$ cat src/include/lcs_pkg.sv
package lcs_pkg;
	// word indices; byte address is four times the index
	localparam logic [5:0] IDX_SETTLE_CH2 = 6'h12;
	localparam logic [5:0] IDX_SETTLE_CH3 = 6'h13;
	localparam logic [5:0] IDX_CLKDIV_CH0 = 6'h14;
	localparam logic [5:0] IDX_CONTROL = 6'h18;
	localparam logic [5:0] IDX_STATUS = 6'h19;
	localparam logic [5:0] IDX_IRQ_CLEAR = 6'h1a;
	localparam logic [5:0] IDX_IRQ_ENABLE = 6'h1b;
	localparam int ADDR_W = 8;
	// reset values
	localparam logic [15:0] SETTLE_RESET = 16'h0000;
	localparam logic [15:0] CLKDIV_RESET = 16'h0000;
	// clock divider fields
	localparam int REF_DIV_LSB = 0;
	localparam int REF_DIV_MSB = 9;
	localparam int FIN_SEL_LSB = 12;
	localparam int FIN_SEL_MSB = 13;
	localparam logic [1:0] FIN_DIV1 = 2'h1;
	localparam logic [1:0] FIN_DIV2 = 2'h2;
	// control fields
	localparam int CTL_START_CH2 = 0;
	localparam int CTL_START_CH3 = 1;
	localparam int CTL_WARN_EN = 2;
	// status / interrupt fields
	localparam int EVT_W = 3;
	localparam int EVT_CONV_CH2 = 0;
	localparam int EVT_CONV_CH3 = 1;
	localparam int EVT_AMP_WARN = 2;
	localparam int STS_BUSY = 8;
	localparam int STS_CHANNEL = 9;
	localparam int STS_PEND_CH2 = 10;
	localparam int STS_PEND_CH3 = 11;
	// settle timing in reference clock periods
	localparam logic [19:0] SETTLE_MIN_PERIODS = 20'h00020;
	localparam int SETTLE_MULT_SHIFT = 4;
	localparam logic [15:0] SETTLE_SHORT_MAX = 16'h0001;
	typedef enum logic [1:0] {
		ST_IDLE = 2'b00,
		ST_SETTLE = 2'b01,
		ST_START = 2'b11
	} lcs_state_type;
endpackage

$ cat src/logic/lcs_settle_refdiv.sv
`timescale 1ns/1ns
// Behaviour
// a conversion on a channel starts only after that channel's settle interval has elapsed.
// at conversion start an unsettled amplitude raises a warning only when warning reporting is enabled.
// a settle count of zero or one gives 32 reference clock periods.
// a settle count of two or more gives the count times 16 reference clock periods.
// the reference clock is the master clock divided by the 10-bit divider field in bits 9:0.
// the host never writes a divider of zero, which is reserved.
// sensor select code 01 passes the differential sensor frequency undivided.
// sensor select code 10 halves the sensor frequency.
// a single-ended sensor is always run with select code 10.
// the host writes zeros to the reserved fields at bits 15:14 and 11:10.
module lcs_settle_refdiv
#(
	parameter int REF_DIV_W = 10,
	parameter int SETTLE_W = 16
)
(
	input wire logic clock_in,
	input wire logic rst_n_in,
	input wire logic [lcs_pkg::ADDR_W-1:0] address_in,
	input wire logic read_in,
	input wire logic write_in,
	input wire logic [31:0] writedata_in,
	input wire logic [3:0] byteenable_in,
	output logic [31:0] readdata_out,
	output logic waitrequest_out,
	input wire logic amp_settled_in,
	input wire logic sensor_clk_in,
	output logic ref_tick_out,
	output logic sensor_tick_out,
	output logic conv_start_out,
	output logic conv_channel_out,
	output logic amp_warning_out,
	output logic irq_out
);
	import lcs_pkg::*;

	generate
		if (REF_DIV_W != 10 || SETTLE_W != 16)
		begin : g_check
			$error("lcs_settle_refdiv: field widths are fixed");
		end
	endgenerate

	logic [1:0] rst_sync_r;
	logic rst_n;
	always_ff @(posedge clock_in or negedge rst_n_in)
	begin
		if (!rst_n_in)
			rst_sync_r <= 2'h0;
		else
			rst_sync_r <= {rst_sync_r[0], 1'b1};
	end
	assign rst_n = rst_sync_r[1];

	// pin inputs: three stages, a change counts once stages 2 and 3 agree
	logic [1:0] pin_raw;
	logic [1:0] pin_flt;
	assign pin_raw = {sensor_clk_in, amp_settled_in};
	genvar gi;
	generate
		for (gi = 0; gi < 2; gi++)
		begin : g_sync
			logic [2:0] s_r;
			logic f_r;
			logic f_nxt;
			always_comb
			begin
				f_nxt = (s_r[1] == s_r[2]) ? s_r[2] : f_r;
			end
			always_ff @(posedge clock_in or negedge rst_n)
			begin
				if (!rst_n)
				begin
					s_r <= 3'h0;
					f_r <= 1'b0;
				end
				else
				begin
					s_r <= {s_r[1:0], pin_raw[gi]};
					f_r <= f_nxt;
				end
			end
			assign pin_flt[gi] = f_r;
		end
	endgenerate

	// registers and bus state
	logic [15:0] settle2_r, settle2_nxt, settle3_r, settle3_nxt;
	logic [15:0] clkdiv_r, clkdiv_nxt;
	logic warn_en_r, warn_en_nxt;
	logic [EVT_W-1:0] status_r, status_nxt, enable_r, enable_nxt;
	logic wait_r, wait_nxt;
	logic [31:0] rdata_r, rdata_nxt;
	logic irq_r, irq_nxt;
	logic [1:0] pend_r, pend_nxt;
	logic [5:0] idx;
	logic aligned, wr_ok;
	logic [EVT_W-1:0] evt_set, evt_clr;
	logic [15:0] wmask;

	// engine state
	lcs_state_type state_r, state_nxt;
	logic [19:0] remain_r, remain_nxt;
	logic chan_r, chan_nxt;
	logic [REF_DIV_W-1:0] ref_cnt_r, ref_cnt_nxt;
	logic ref_tick_r, ref_tick_nxt;
	logic sens_prev_r, sens_prev_nxt, sens_half_r, sens_half_nxt;
	logic sens_tick_r, sens_tick_nxt;
	logic conv_r, conv_nxt, conv_ch_r, conv_ch_nxt, warn_r, warn_nxt;
	logic [REF_DIV_W-1:0] ref_div;
	logic [1:0] fin_sel;
	logic [15:0] sel_count;

	assign idx = address_in[7:2];
	assign aligned = (address_in[1:0] == 2'h0);
	assign wr_ok = write_in && !wait_r && aligned;
	assign wmask = {{8{byteenable_in[1]}}, {8{byteenable_in[0]}}};
	assign ref_div = clkdiv_r[REF_DIV_MSB:REF_DIV_LSB];
	assign fin_sel = clkdiv_r[FIN_SEL_MSB:FIN_SEL_LSB];

	always_comb
	begin
		settle2_nxt = settle2_r;
		settle3_nxt = settle3_r;
		clkdiv_nxt = clkdiv_r;
		warn_en_nxt = warn_en_r;
		enable_nxt = enable_r;
		evt_clr = '0;
		pend_nxt = pend_r;
		// one wait cycle, then the answer stands for one cycle
		wait_nxt = !((read_in || write_in) && wait_r);
		rdata_nxt = 32'h0;
		if ((read_in || write_in) && wait_r && aligned)
		begin
			if (idx == IDX_SETTLE_CH2)
				rdata_nxt = {16'h0, settle2_r};
			else if (idx == IDX_SETTLE_CH3)
				rdata_nxt = {16'h0, settle3_r};
			else if (idx == IDX_CLKDIV_CH0)
				rdata_nxt = {16'h0, clkdiv_r};
			else if (idx == IDX_CONTROL)
				rdata_nxt = {29'h0, warn_en_r, 2'h0};
			else if (idx == IDX_STATUS)
				rdata_nxt = {20'h0, pend_r, chan_r,
					state_r != ST_IDLE, 5'h0, status_r};
			else if (idx == IDX_IRQ_ENABLE)
				rdata_nxt = {29'h0, enable_r};
			else
				rdata_nxt = 32'h0;
		end
		if (wr_ok)
		begin
			if (idx == IDX_SETTLE_CH2)
				settle2_nxt = (settle2_r & ~wmask) |
					(writedata_in[15:0] & wmask);
			else if (idx == IDX_SETTLE_CH3)
				settle3_nxt = (settle3_r & ~wmask) |
					(writedata_in[15:0] & wmask);
			// reserved bits stored as written; host keeps them zero
			else if (idx == IDX_CLKDIV_CH0)
				clkdiv_nxt = (clkdiv_r & ~wmask) |
					(writedata_in[15:0] & wmask);
			else if (idx == IDX_CONTROL && byteenable_in[0])
			begin
				warn_en_nxt = writedata_in[CTL_WARN_EN];
				pend_nxt = pend_r | {writedata_in[CTL_START_CH3],
					writedata_in[CTL_START_CH2]};
			end
			else if (idx == IDX_IRQ_CLEAR && byteenable_in[0])
				evt_clr = writedata_in[EVT_W-1:0];
			else if (idx == IDX_IRQ_ENABLE && byteenable_in[0])
				enable_nxt = writedata_in[EVT_W-1:0];
		end
		if (state_r == ST_IDLE)
		begin
			if (pend_r[0])
				pend_nxt[0] = 1'b0;
			else if (pend_r[1])
				pend_nxt[1] = 1'b0;
		end
		// set wins over a clear in the same cycle
		status_nxt = (status_r & ~evt_clr) | evt_set;
		irq_nxt = |(status_nxt & enable_nxt);
	end

	always_ff @(posedge clock_in or negedge rst_n)
	begin
		if (!rst_n)
		begin
			settle2_r <= SETTLE_RESET;
			settle3_r <= SETTLE_RESET;
			clkdiv_r <= CLKDIV_RESET;
			warn_en_r <= 1'b0;
			status_r <= '0;
			enable_r <= '0;
			wait_r <= 1'b1;
			rdata_r <= 32'h0;
			irq_r <= 1'b0;
			pend_r <= 2'h0;
		end
		else
		begin
			settle2_r <= settle2_nxt;
			settle3_r <= settle3_nxt;
			clkdiv_r <= clkdiv_nxt;
			warn_en_r <= warn_en_nxt;
			status_r <= status_nxt;
			enable_r <= enable_nxt;
			wait_r <= wait_nxt;
			rdata_r <= rdata_nxt;
			irq_r <= irq_nxt;
			pend_r <= pend_nxt;
		end
	end

	always_comb
	begin
		// reserved zero divider gives no reference ticks at all
		ref_cnt_nxt = '0;
		ref_tick_nxt = 1'b0;
		if (ref_div != '0)
		begin
			if (ref_cnt_r >= ref_div - 10'h001)
				ref_tick_nxt = 1'b1;
			else
				ref_cnt_nxt = ref_cnt_r + 10'h001;
		end
		// sensor edge counting; other select codes pass no ticks
		sens_prev_nxt = pin_flt[1];
		sens_half_nxt = sens_half_r;
		sens_tick_nxt = 1'b0;
		if (pin_flt[1] && !sens_prev_r)
		begin
			if (fin_sel == FIN_DIV1)
				sens_tick_nxt = 1'b1;
			else if (fin_sel == FIN_DIV2)
			begin
				sens_half_nxt = !sens_half_r;
				sens_tick_nxt = sens_half_r;
			end
		end
		state_nxt = state_r;
		remain_nxt = remain_r;
		chan_nxt = chan_r;
		conv_nxt = 1'b0;
		conv_ch_nxt = conv_ch_r;
		warn_nxt = 1'b0;
		evt_set = '0;
		sel_count = pend_r[0] ? settle2_r : settle3_r;
		case (state_r)
			ST_IDLE:
			begin
				if (pend_r != 2'h0)
				begin
					chan_nxt = !pend_r[0];
					state_nxt = ST_SETTLE;
					if (sel_count <= SETTLE_SHORT_MAX)
						remain_nxt = SETTLE_MIN_PERIODS;
					else
						remain_nxt = 20'(sel_count) << SETTLE_MULT_SHIFT;
				end
			end
			ST_SETTLE:
			begin
				if (ref_tick_r)
				begin
					remain_nxt = remain_r - 20'h00001;
					if (remain_r == 20'h00001)
						state_nxt = ST_START;
				end
			end
			ST_START:
			begin
				conv_nxt = 1'b1;
				conv_ch_nxt = chan_r;
				evt_set[EVT_CONV_CH2] = !chan_r;
				evt_set[EVT_CONV_CH3] = chan_r;
				// amplitude sampled at the start moment only
				if (!pin_flt[0] && warn_en_r)
				begin
					warn_nxt = 1'b1;
					evt_set[EVT_AMP_WARN] = 1'b1;
				end
				state_nxt = ST_IDLE;
			end
			default:
				state_nxt = ST_IDLE;
		endcase
	end

	always_ff @(posedge clock_in or negedge rst_n)
	begin
		if (!rst_n)
		begin
			state_r <= ST_IDLE;
			remain_r <= 20'h0;
			chan_r <= 1'b0;
			ref_cnt_r <= '0;
			ref_tick_r <= 1'b0;
			sens_prev_r <= 1'b0;
			sens_half_r <= 1'b0;
			sens_tick_r <= 1'b0;
			conv_r <= 1'b0;
			conv_ch_r <= 1'b0;
			warn_r <= 1'b0;
		end
		else
		begin
			state_r <= state_nxt;
			remain_r <= remain_nxt;
			chan_r <= chan_nxt;
			ref_cnt_r <= ref_cnt_nxt;
			ref_tick_r <= ref_tick_nxt;
			sens_prev_r <= sens_prev_nxt;
			sens_half_r <= sens_half_nxt;
			sens_tick_r <= sens_tick_nxt;
			conv_r <= conv_nxt;
			conv_ch_r <= conv_ch_nxt;
			warn_r <= warn_nxt;
		end
	end

	assign readdata_out = rdata_r;
	assign waitrequest_out = wait_r;
	assign ref_tick_out = ref_tick_r;
	assign sensor_tick_out = sens_tick_r;
	assign conv_start_out = conv_r;
	assign conv_channel_out = conv_ch_r;
	assign amp_warning_out = warn_r;
	assign irq_out = irq_r;
endmodule

$ cat config.mk
export PLATFORM = sky130hd
export DESIGN_NAME = lcs_settle_refdiv
export DESIGN_NICKNAME = d
export VERILOG_FILES = /design/src/include/lcs_pkg.sv /design/src/logic/lcs_settle_refdiv.sv
export SDC_FILE = /design/constraint.sdc
export NUM_CORES = 1
export LEC_CHECK = 0
export ABC_AREA = 0
export BUFFER_PORTS_ARGS = -buffer_cell sky130_fd_sc_hd__buf_2
export CORE_UTILIZATION = 52
export DETAILED_ROUTE_END_ITERATION = 8
export MAX_ROUTING_LAYER = met4
export PLACE_DENSITY = 0.81
export SYNTH_ARGS = -nofsm -noshare
export SYNTH_HDL_FRONTEND = slang
export SYNTH_SLANG_ARGS = --single-unit
$ cat constraint.sdc
create_clock -name clock_in -period 4 [get_ports clock_in]
set_input_delay 0.8 -clock clock_in [delete_from_list [all_inputs] [get_ports clock_in]]
set_output_delay 0.8 -clock clock_in [all_outputs]
set_load 0.05 [all_outputs]
## Word-level counts from Yosys, hierarchy flattened

Index checks and enable logic that the tools add are counted.

| operators by class | value |
|---|---|
| add/subtract/negate cells | 3 |
| $lt $le $gt $ge | 2 |
| equality and inequality tests | 17 |
| multiplexer cells | 49 |
| bitwise operators | 17 |
| reduce and logical (&&, ||, !) cells | 32 |

Operators with widths:

| cell | number |
|---|---|
| $mux W16 | 5 |
| $and A16 B16 Y16 | 4 |
| $mux W20 | 3 |
| $or A16 B16 Y16 | 3 |
| $mux W3 | 15 |
| $eq A6 B5 Y1 const B | 7 |
| $pmux W20 S2 | 1 |
| $mux W12 | 2 |
| $eq A20 B1 Y1 const B | 1 |
| $mux W10 | 2 |
| $sub A20 B1 Y20 const B | 1 |
| $mux W2 | 9 |
| $le A16 B1 Y1 const B | 1 |
| $not A16 Y16 | 1 |
| $reduce_and A3 Y1 | 4 |
| $mux W1 | 11 |
| $add A10 B1 Y10 const B | 1 |
| $ge A10 B10 Y1 | 1 |
| $reduce_bool A10 Y1 | 1 |
| $sub A10 B1 Y10 const B | 1 |
| $logic_and A1 B1 Y1 | 9 |
| $logic_not A1 Y1 | 7 |
| $and A3 B3 Y3 | 2 |
| $reduce_bool A2 Y1 | 3 |
| 16 further kinds | 25 |

| word-level totals | value |
|---|---|
| flip-flop bits (word level) | 141 |
| bits of input ports | 50 |
| output and inout port bits | 39 |
| word-level logic and storage cells | 146 |

## Logic depth before layout (Yosys ltp)

Gate-level depths: netlist of the first run.

| depth | value |
|---|---|
| word-level depth | 13 |
| gate-level depth with buffers | 12 |
| gate-level depth less buffers | 11 |

## Worst setup path after synthesis of the first run

No wires, ideal clock.

| path | value |
|---|---|
| path kind | flip-flop to flip-flop |
| start point | register with a tool-made name |
| end point | register ref_cnt_r[2] |
| setup time | 0.072 ns |
| arrival | 2.460 ns |
| required time | 3.928 ns |
| slack | 1.467 ns |
| cell stages (with the launch flop) | 11 |
| buffers on the path | 1 |
| period minus slack after synthesis | 2.533 ns |
| cells stage by stage | dfrtp_1 > or4_1 > nor2b_1 > xnor2_1 > ha_1 > a211o_1 > a21oi_1 > o21ai_0 > a41o_1 > clkbuf_1 > nor2_1 |

RTL lines:

| element | line | source |
|---|---|---|
| end signal: assignment | lcs_settle_refdiv.sv:314 | `ref_cnt_r <= ref_cnt_nxt;` |
| end: declaration | lcs_settle_refdiv.sv:107 | `logic [REF_DIV_W-1:0] ref_cnt_r, ref_cnt_nxt;` |

## Final worst setup path of the first run

| path | value |
|---|---|
| start point | register state_r[1] |
| end point | register remain_r[5] |

| between the ends | value |
|---|---|
| cells in the longest elaborated chain, start to end | 3 |
| elaborated cells on any way between the ends | 7 |
| classes of those cells | eq/ne (3); mux (1); reduce/logical (3) |

Ends and longest elaborated chain:

| element | line | source |
|---|---|---|
| start: declaration | lcs_settle_refdiv.sv:104 | `lcs_state_type state_r, state_nxt;` |
| start signal: assignment | lcs_settle_refdiv.sv:311 | `state_r <= state_nxt;` |
| $eq A2 B1 Y1 / $logic_not A2 Y1 (equally long branches) | lcs_settle_refdiv.sv:252 | `case (state_r)` |
| $ne A2 B2 Y1 (no source line) (tied with other cells) | -- |  |
| $reduce_and A3 Y1 (no source line) | -- |  |
| end signal: assignment | lcs_settle_refdiv.sv:312 | `remain_r <= remain_nxt;` |
| end: declaration | lcs_settle_refdiv.sv:105 | `logic [19:0] remain_r, remain_nxt;` |

Parallel ways exist; a longest one is shown, timed or not.
A chain may end at the register's enable or synchronous reset.

==> results of run 1 <==
==> cells in the mapped netlist, types with 5 or more instances <==
master / number / area [um2]
clkbuf_1: 18 / 67.6
buf_4: 16 / 120
a22oi_1: 14 / 105
a21oi_1: 26 / 130
ha_1: 14 / 175
nor2_1: 44 / 165
mux2_2: 27 / 304
mux2i_1: 16 / 160
nor2b_1: 5 / 31.3
or4_1: 5 / 37.5
nand2b_1: 5 / 31.3
inv_1: 16 / 60.1
mux2_1: 38 / 428
nor4_1: 7 / 43.8
nand3_1: 15 / 75.1
nand2_1: 31 / 116
o21ai_0: 21 / 105
xnor2_1: 7 / 61.3
nor3_1: 16 / 80.1
xor2_1: 11 / 96.3
dfrtp_1: 124 / 3100
==> logic make-up after synthesis <==
family | Yosys count | synth area share
and+or+nand+nor | 164 | 0.143
DFF | 125 | 0.502
AOI/OAI and AO/OA | 106 | 0.113
muxes | 81 | 0.143
buffers and inverters | 53 | 0.0416
xor gates and xnor gates | 18 | 0.0253
adders and majority gates | 16 | 0.0313
other | 2 | 0.00121
==> layer usage <==
layer	up-vias	share of wire
met5	-	0
met4	0	0.029
met3	43	0.070
met2	214	0.48
met1	2345	0.42
li1	2153	-
==> final timing paths <==
kind	slack, ps	from	endpoint
worst min register to register	340	rst_sync_r[1]	readdata_out[12]
worst max-delay path	1060	state_r[1]	remain_r[5]
max in group asynchronous	2670	rst_sync_r[1]	readdata_out[6]
min in group clock_in	350	rst_sync_r[0]	rst_sync_r[1]
worst min-delay path	150	rst_n_in	rst_sync_r[1]
worst max register to register	1060	state_r[1]	remain_r[5]
==> power by group through the flow <==
stage | combinational [mW] | clock (mW) | sequential [mW]
2_1_floorplan | 0.110 | 0 | 1.34
3_3_place_gp | 0.155 | 0 | 1.33
3_5_place_dp | 0.161 | 0 | 1.33
5_1_grt | 0.178 | 1.53 | 1.32
4_1_cts | 0.162 | 1.47 | 1.31
6_report | 0.162 | 1.46 | 1.31
==> layout make-up <==
class                           instances  area (um2)
Clock inverter                         14         138
Multi-Input combinational cell        402        2900
Fill cell                             886        4400
Inverter                               16        60.1
Clock buffer                           18         429
Tap cell                              143         179
Timing Repair Buffer                   61         323
Sequential cell                       125        3130
==> per-stage QoR <==
stage	std cells	hold WS [ps]	area [um2]	total power, mW
CTS	779	140	7170	2.94
detailed placement	747	335	6600	1.50
global route	779	141	7170	3.02
floorplan	580	331	6290	1.45
global placement	747	335	6600	1.49
finish	779	153	7170	2.93
==> cell usage in the layout (no fill, tap or decap), types with 4 or more instances in the layout <==
| cell type | netlist | final |
|---|---|---|
| buf_2 | 0 | 54 |
| nand3_1 | 15 | 15 |
| conb_1 | 2 | 17 |
| xor2_1 | 11 | 11 |
| mux2_2 | 27 | 27 |
| o21ai_1 | 4 | 4 |
| mux2i_1 | 16 | 16 |
| or3_1 | 4 | 4 |
| clkinv_4 | 0 | 7 |
| ha_1 | 14 | 14 |
| nor4_1 | 7 | 7 |
| nand2_1 | 31 | 31 |
| inv_1 | 16 | 16 |
| buf_4 | 16 | 7 |
| or4_1 | 5 | 5 |
| nand2b_1 | 5 | 5 |
| a22oi_1 | 14 | 14 |
| mux2_1 | 38 | 38 |
| dfrtp_1 | 124 | 123 |
| nor3b_1 | 4 | 4 |
| nor2_1 | 44 | 44 |
| nor2b_1 | 5 | 5 |
| clkbuf_16 | 0 | 17 |
| o21ai_0 | 21 | 21 |
| xnor2_1 | 7 | 7 |
| nor3_1 | 16 | 15 |
| a21oi_1 | 26 | 26 |
==> impl_metrics.env, run 1 <==
export IMPL_setup_tns_ps=0
export IMPL_seqPwrFrac=0.448
export IMPL_cp_num_cells=4
export IMPL_dieWidth_um=111
export IMPL_grt_remaining_overflow=0
export IMPL_path_delay_family="simple AND/OR/NAND/NOR gates"
export IMPL_cp_required_ps=4250
export IMPL_hp_class="in2async"
export IMPL_swShare=0.250
export IMPL_post_cts_buffers=0
export IMPL_diodes=0
export IMPL_core_um2=11600
export IMPL_slowest_delay_ps=910
export IMPL_pre_cts_slack_ps=840
export IMPL_track_usage=0.264
export IMPL_num_rows=39
export IMPL_insertion_delay_ps=420
export IMPL_finalCriticalPeriod_ps=2940
export IMPL_htree_levels=4
export IMPL_crit_slowest_cell="a2111oi_0"
export IMPL_synthArstFlopShare=1.00
export IMPL_grt_max_degree=50
export IMPL_setup_violations_final=0
export IMPL_clockBufferDepth=2
export IMPL_rsz0062_at_grt="no"
export IMPL_cp_start_kind="flop"
export IMPL_clkPwrFrac=0.497
export IMPL_vdd_drop_max_mv=0.268
export IMPL_finalClockSkew_ps=7.07
export IMPL_combPwrFrac=0.055
export IMPL_grt_pass1_wl_um=24300
export IMPL_crit_fanout=20
export IMPL_use_met2=0.409
export IMPL_ys_warn_count=0
export IMPL_slew_headroom=0.394
export IMPL_synth_cell_area_um2=6230
export IMPL_met3_usage=0.0637
export IMPL_vias=4755
export IMPL_cts_buffers=17
export IMPL_holdBufCountCts=0
export IMPL_ys_types=67
export IMPL_drtIter0Drc=302
export IMPL_max_freq_mhz=341
export IMPL_place_congestion=0.911
export IMPL_ant_nets=0
export IMPL_first_global_vias=4779
export IMPL_maxSlewViolCount=0
export IMPL_ys_seq_elements=125
export IMPL_path_cells="nand2b_1 > nand2_1 > a2111oi_0 > a221oi_1"
export IMPL_avgRoutedWirePerCell_um=19.0
export IMPL_critPathBufInv=0
export IMPL_powerDensity_nw_per_um2=409
export IMPL_critPathCaptureType="flop"
export IMPL_ios=89
export IMPL_layout_setup_ws_ps=1060
export IMPL_cts_root_buf="clkbuf_16"
export IMPL_synth_edff_count=0
export IMPL_clock_sinks=125
export IMPL_synth_flop_cell="dfrtp_1"
export IMPL_fin_util=0.620
export IMPL_hold_viol_final=0
export IMPL_failed_checks="design-rule violations"
export IMPL_p_switching_mw=0.734
export IMPL_intPower_mw=2.20
export IMPL_criticalPathCategory="reg2reg"
export IMPL_worst_slew_pin_slew_ps=886
export IMPL_routed_via_density=6.10
export IMPL_maxCapViolations=0
export IMPL_die_area_um2=12400
export IMPL_drc_errors=8
export IMPL_syn_inst=565
export IMPL_worstPathArrival_ps=3190
export IMPL_clk_pin_slew_ps=60
export IMPL_numPortBuffers=54
export IMPL_syn_to_final_growth_pct=15.0
export IMPL_r2r_cells=4
export IMPL_cts_tree="built"
export IMPL_cts_resized=0
export IMPL_routed_wirelength_um=14800
export IMPL_top_usage_layer="met2"
export IMPL_p_leak_nw=3.37
export IMPL_dr_pass1_iters=7
export IMPL_antenna_found_initial=0
export IMPL_final_nets=687
export IMPL_dp_hpwl_um=10200
export IMPL_synth_avg_cell_area_um2=11.0
export IMPL_die_y_um=111
export IMPL_grtUsageMet1=0.326
export IMPL_drive_gt1_frac=0.204
export IMPL_start_util=0.539
export IMPL_status="finished, violations left"
export IMPL_ys_seq_area_frac=0.502
export IMPL_post_route_period_util=0.734
Power figures use the tool's default switching activity.
==> run 2, diff against run 1 <==
- CORE_UTILIZATION: 52 -> 57
- PLACE_DENSITY: 0.81 -> 0.84
- clock period: 4 -> 2.95 ns (I/O delays scaled with it)
==> impl_metrics.env, run 2 (synthesized netlist as in run 1, its figures left out) <==
export IMPL_status="completed"
export IMPL_clockBufferDepth=2
export IMPL_place_inst=747
export IMPL_clk_pin_slew_ps=60
export IMPL_diodes=0
export IMPL_final_cell_mix="dfrtp_1 (123), buf_2 (54), nor2_1 (44)"
export IMPL_drc_errors=0
export IMPL_dp_hpwl_um=9810
export IMPL_first_global_vias=4856
export IMPL_setup_violations_final=0
export IMPL_max_freq_mhz=356
export IMPL_drive_gt1_frac=0.217
export IMPL_clock_sinks=125
export IMPL_fillers=737
export IMPL_cp_start_kind="flop"
export IMPL_routed_via_density=6.28
export IMPL_regArea_um2=3130
export IMPL_core_um2=10500
export IMPL_drtIter0Drc=422
export IMPL_die_y_um=107
export IMPL_cp_required_ps=3410
export IMPL_place_congestion=0.876
export IMPL_maxSlewViolCount=0
export IMPL_grt_pass1_wl_um=24400
export IMPL_rsz0062_at_grt="no"
export IMPL_cts_tree="built"
export IMPL_crit_fanout=10
export IMPL_dr_pass1_iters=5
export IMPL_track_usage=0.293
export IMPL_grt_remaining_overflow=0
export IMPL_criticalPathCategory="reg2reg"
export IMPL_grt_max_degree=66
export IMPL_htree_levels=4
export IMPL_ant_nets=0
export IMPL_slew_headroom=0.384
export IMPL_worst_slew_pin_slew_ps=901
export IMPL_timing_rr_end="ref_cnt_r[6]"
export IMPL_critPathCaptureType="flop"
export IMPL_placed_area_um2=6660
export IMPL_powerDensity_nw_per_um2=565
export IMPL_finalCriticalPeriod_ps=2810
export IMPL_slowest_delay_ps=590
export IMPL_fin_total_pwr_mw=4.11
export IMPL_instances_no_fill=780
export IMPL_num_rows=37
export IMPL_dieWidth_um=107
export IMPL_numPortBuffers=54
export IMPL_cp_endpoint="ref_cnt_r[6]"
export IMPL_hp_class="in2reg"
export IMPL_final_common_cell="dfrtp_1"
export IMPL_r2r_cells=9
export IMPL_post_route_period_util=0.953
export IMPL_layout_setup_ws_ps=137
export IMPL_die_area_um2=11400
export IMPL_multi_input_area_um2=2910
export IMPL_p_leak_nw=3.43
export IMPL_final_nets=695
export IMPL_vias=4895
export IMPL_final_cell_area_um2=7280
export IMPL_start_util=0.596
export IMPL_worstPathArrival_ps=3270
export IMPL_avgRoutedWirePerCell_um=18.8
export IMPL_finalClockSkew_ps=6.90
export IMPL_setup_tns_ps=0
export IMPL_vdd_drop_max_mv=0.384
export IMPL_fin_util=0.695
export IMPL_pre_cts_slack_ps=200
export IMPL_routed_wirelength_um=14700
export IMPL_syn_to_final_growth_pct=16.8
export IMPL_cts_buffers=17
export IMPL_ios=89
export IMPL_path_cells="or4_4 > nor2b_1 > xnor2_1 > ha_1 > a211o_1 > a21oi_1 > o21ai_0 > a41o_2 > nor2_1"
export IMPL_r2r_setup_slack_ps=140
export IMPL_antenna_found_initial=0
export IMPL_maxCapViolations=0
export IMPL_crit_slowest_cell="or4_4"
export IMPL_hold_viol_final=0
export IMPL_insertion_delay_ps=530
export IMPL_hold_slack_ps=163
export IMPL_post_cts_buffers=0
export IMPL_cts_root_buf="clkbuf_8"
==> run 2: changes by cell type in the layout (fill, tap and decap cells not counted), moves of 2 or more <==
| cell | before | now |
|---|---|---|
| buf_4 | 7 | 13 |
| bufinv_16 | 1 | 3 |
| inv_6 | 3 | 6 |
| clkinv_4 | 7 | 2 |
==> run 2: power by group <==
| part | switching, mW | internal (mW) |
|---|---|---|
| clock network | 0.804 | 1.30 |
| registers | 0.0388 | 1.74 |
| logic | 0.153 | 0.0708 |
| total | 0.995 | 3.12 |
==> run 2: routing by layer <==
metal,GRT usage,up-vias,routed length (um)
met5,-,-,0
met3,0.0748,40,1020
met2,0.443,231,7160
met4,0.122,0,401
met1,0.378,2448,6100
li1,-,2176,-
==> run 2: timing repair <==
item	in CTS	in global routing
gates resized for setup	0	3
hold buffers	1	0
endpoints found under the hold margin	2	0
endpoints found under the setup margin	0	10
==> run 2: area by class of cell <==
class / instances / share of cell area
well taps: 136 / 0.0234
flip-flops and latches: 125 / 0.431
clock inverters: 14 / 0.0251
inverters: 16 / 0.00825
multi-input cells: 402 / 0.401
clock buffers: 18 / 0.0574
repair buffers: 69 / 0.0547
==> run 2: how the worst min path moves through the flow <==
stage | end | startpoint | depth (start not counted) | slack, ps
final | g_sync[1].s_r[0] | sensor_clk_in | 1 | 160
after global routing | g_sync[1].s_r[0] | sensor_clk_in | 1 | 130
after CTS | g_sync[1].s_r[0] | sensor_clk_in | 1 | 150
after detailed placement | g_sync[1].s_r[1] | g_sync[1].s_r[0] | 0 | 340
after global placement | g_sync[1].s_r[1] | g_sync[1].s_r[0] | 0 | 340
after floorplan | rst_sync_r[0] | rst_n_in | 0 | 290
==> run 2: critical path, delay by kind of cell (launching register included) <==
family          cells  cell delay [ps]
fa+ha+maj           1              280
simple gates        3              920
xor+xnor            1              140
flops               1              440
compound gates      4              970
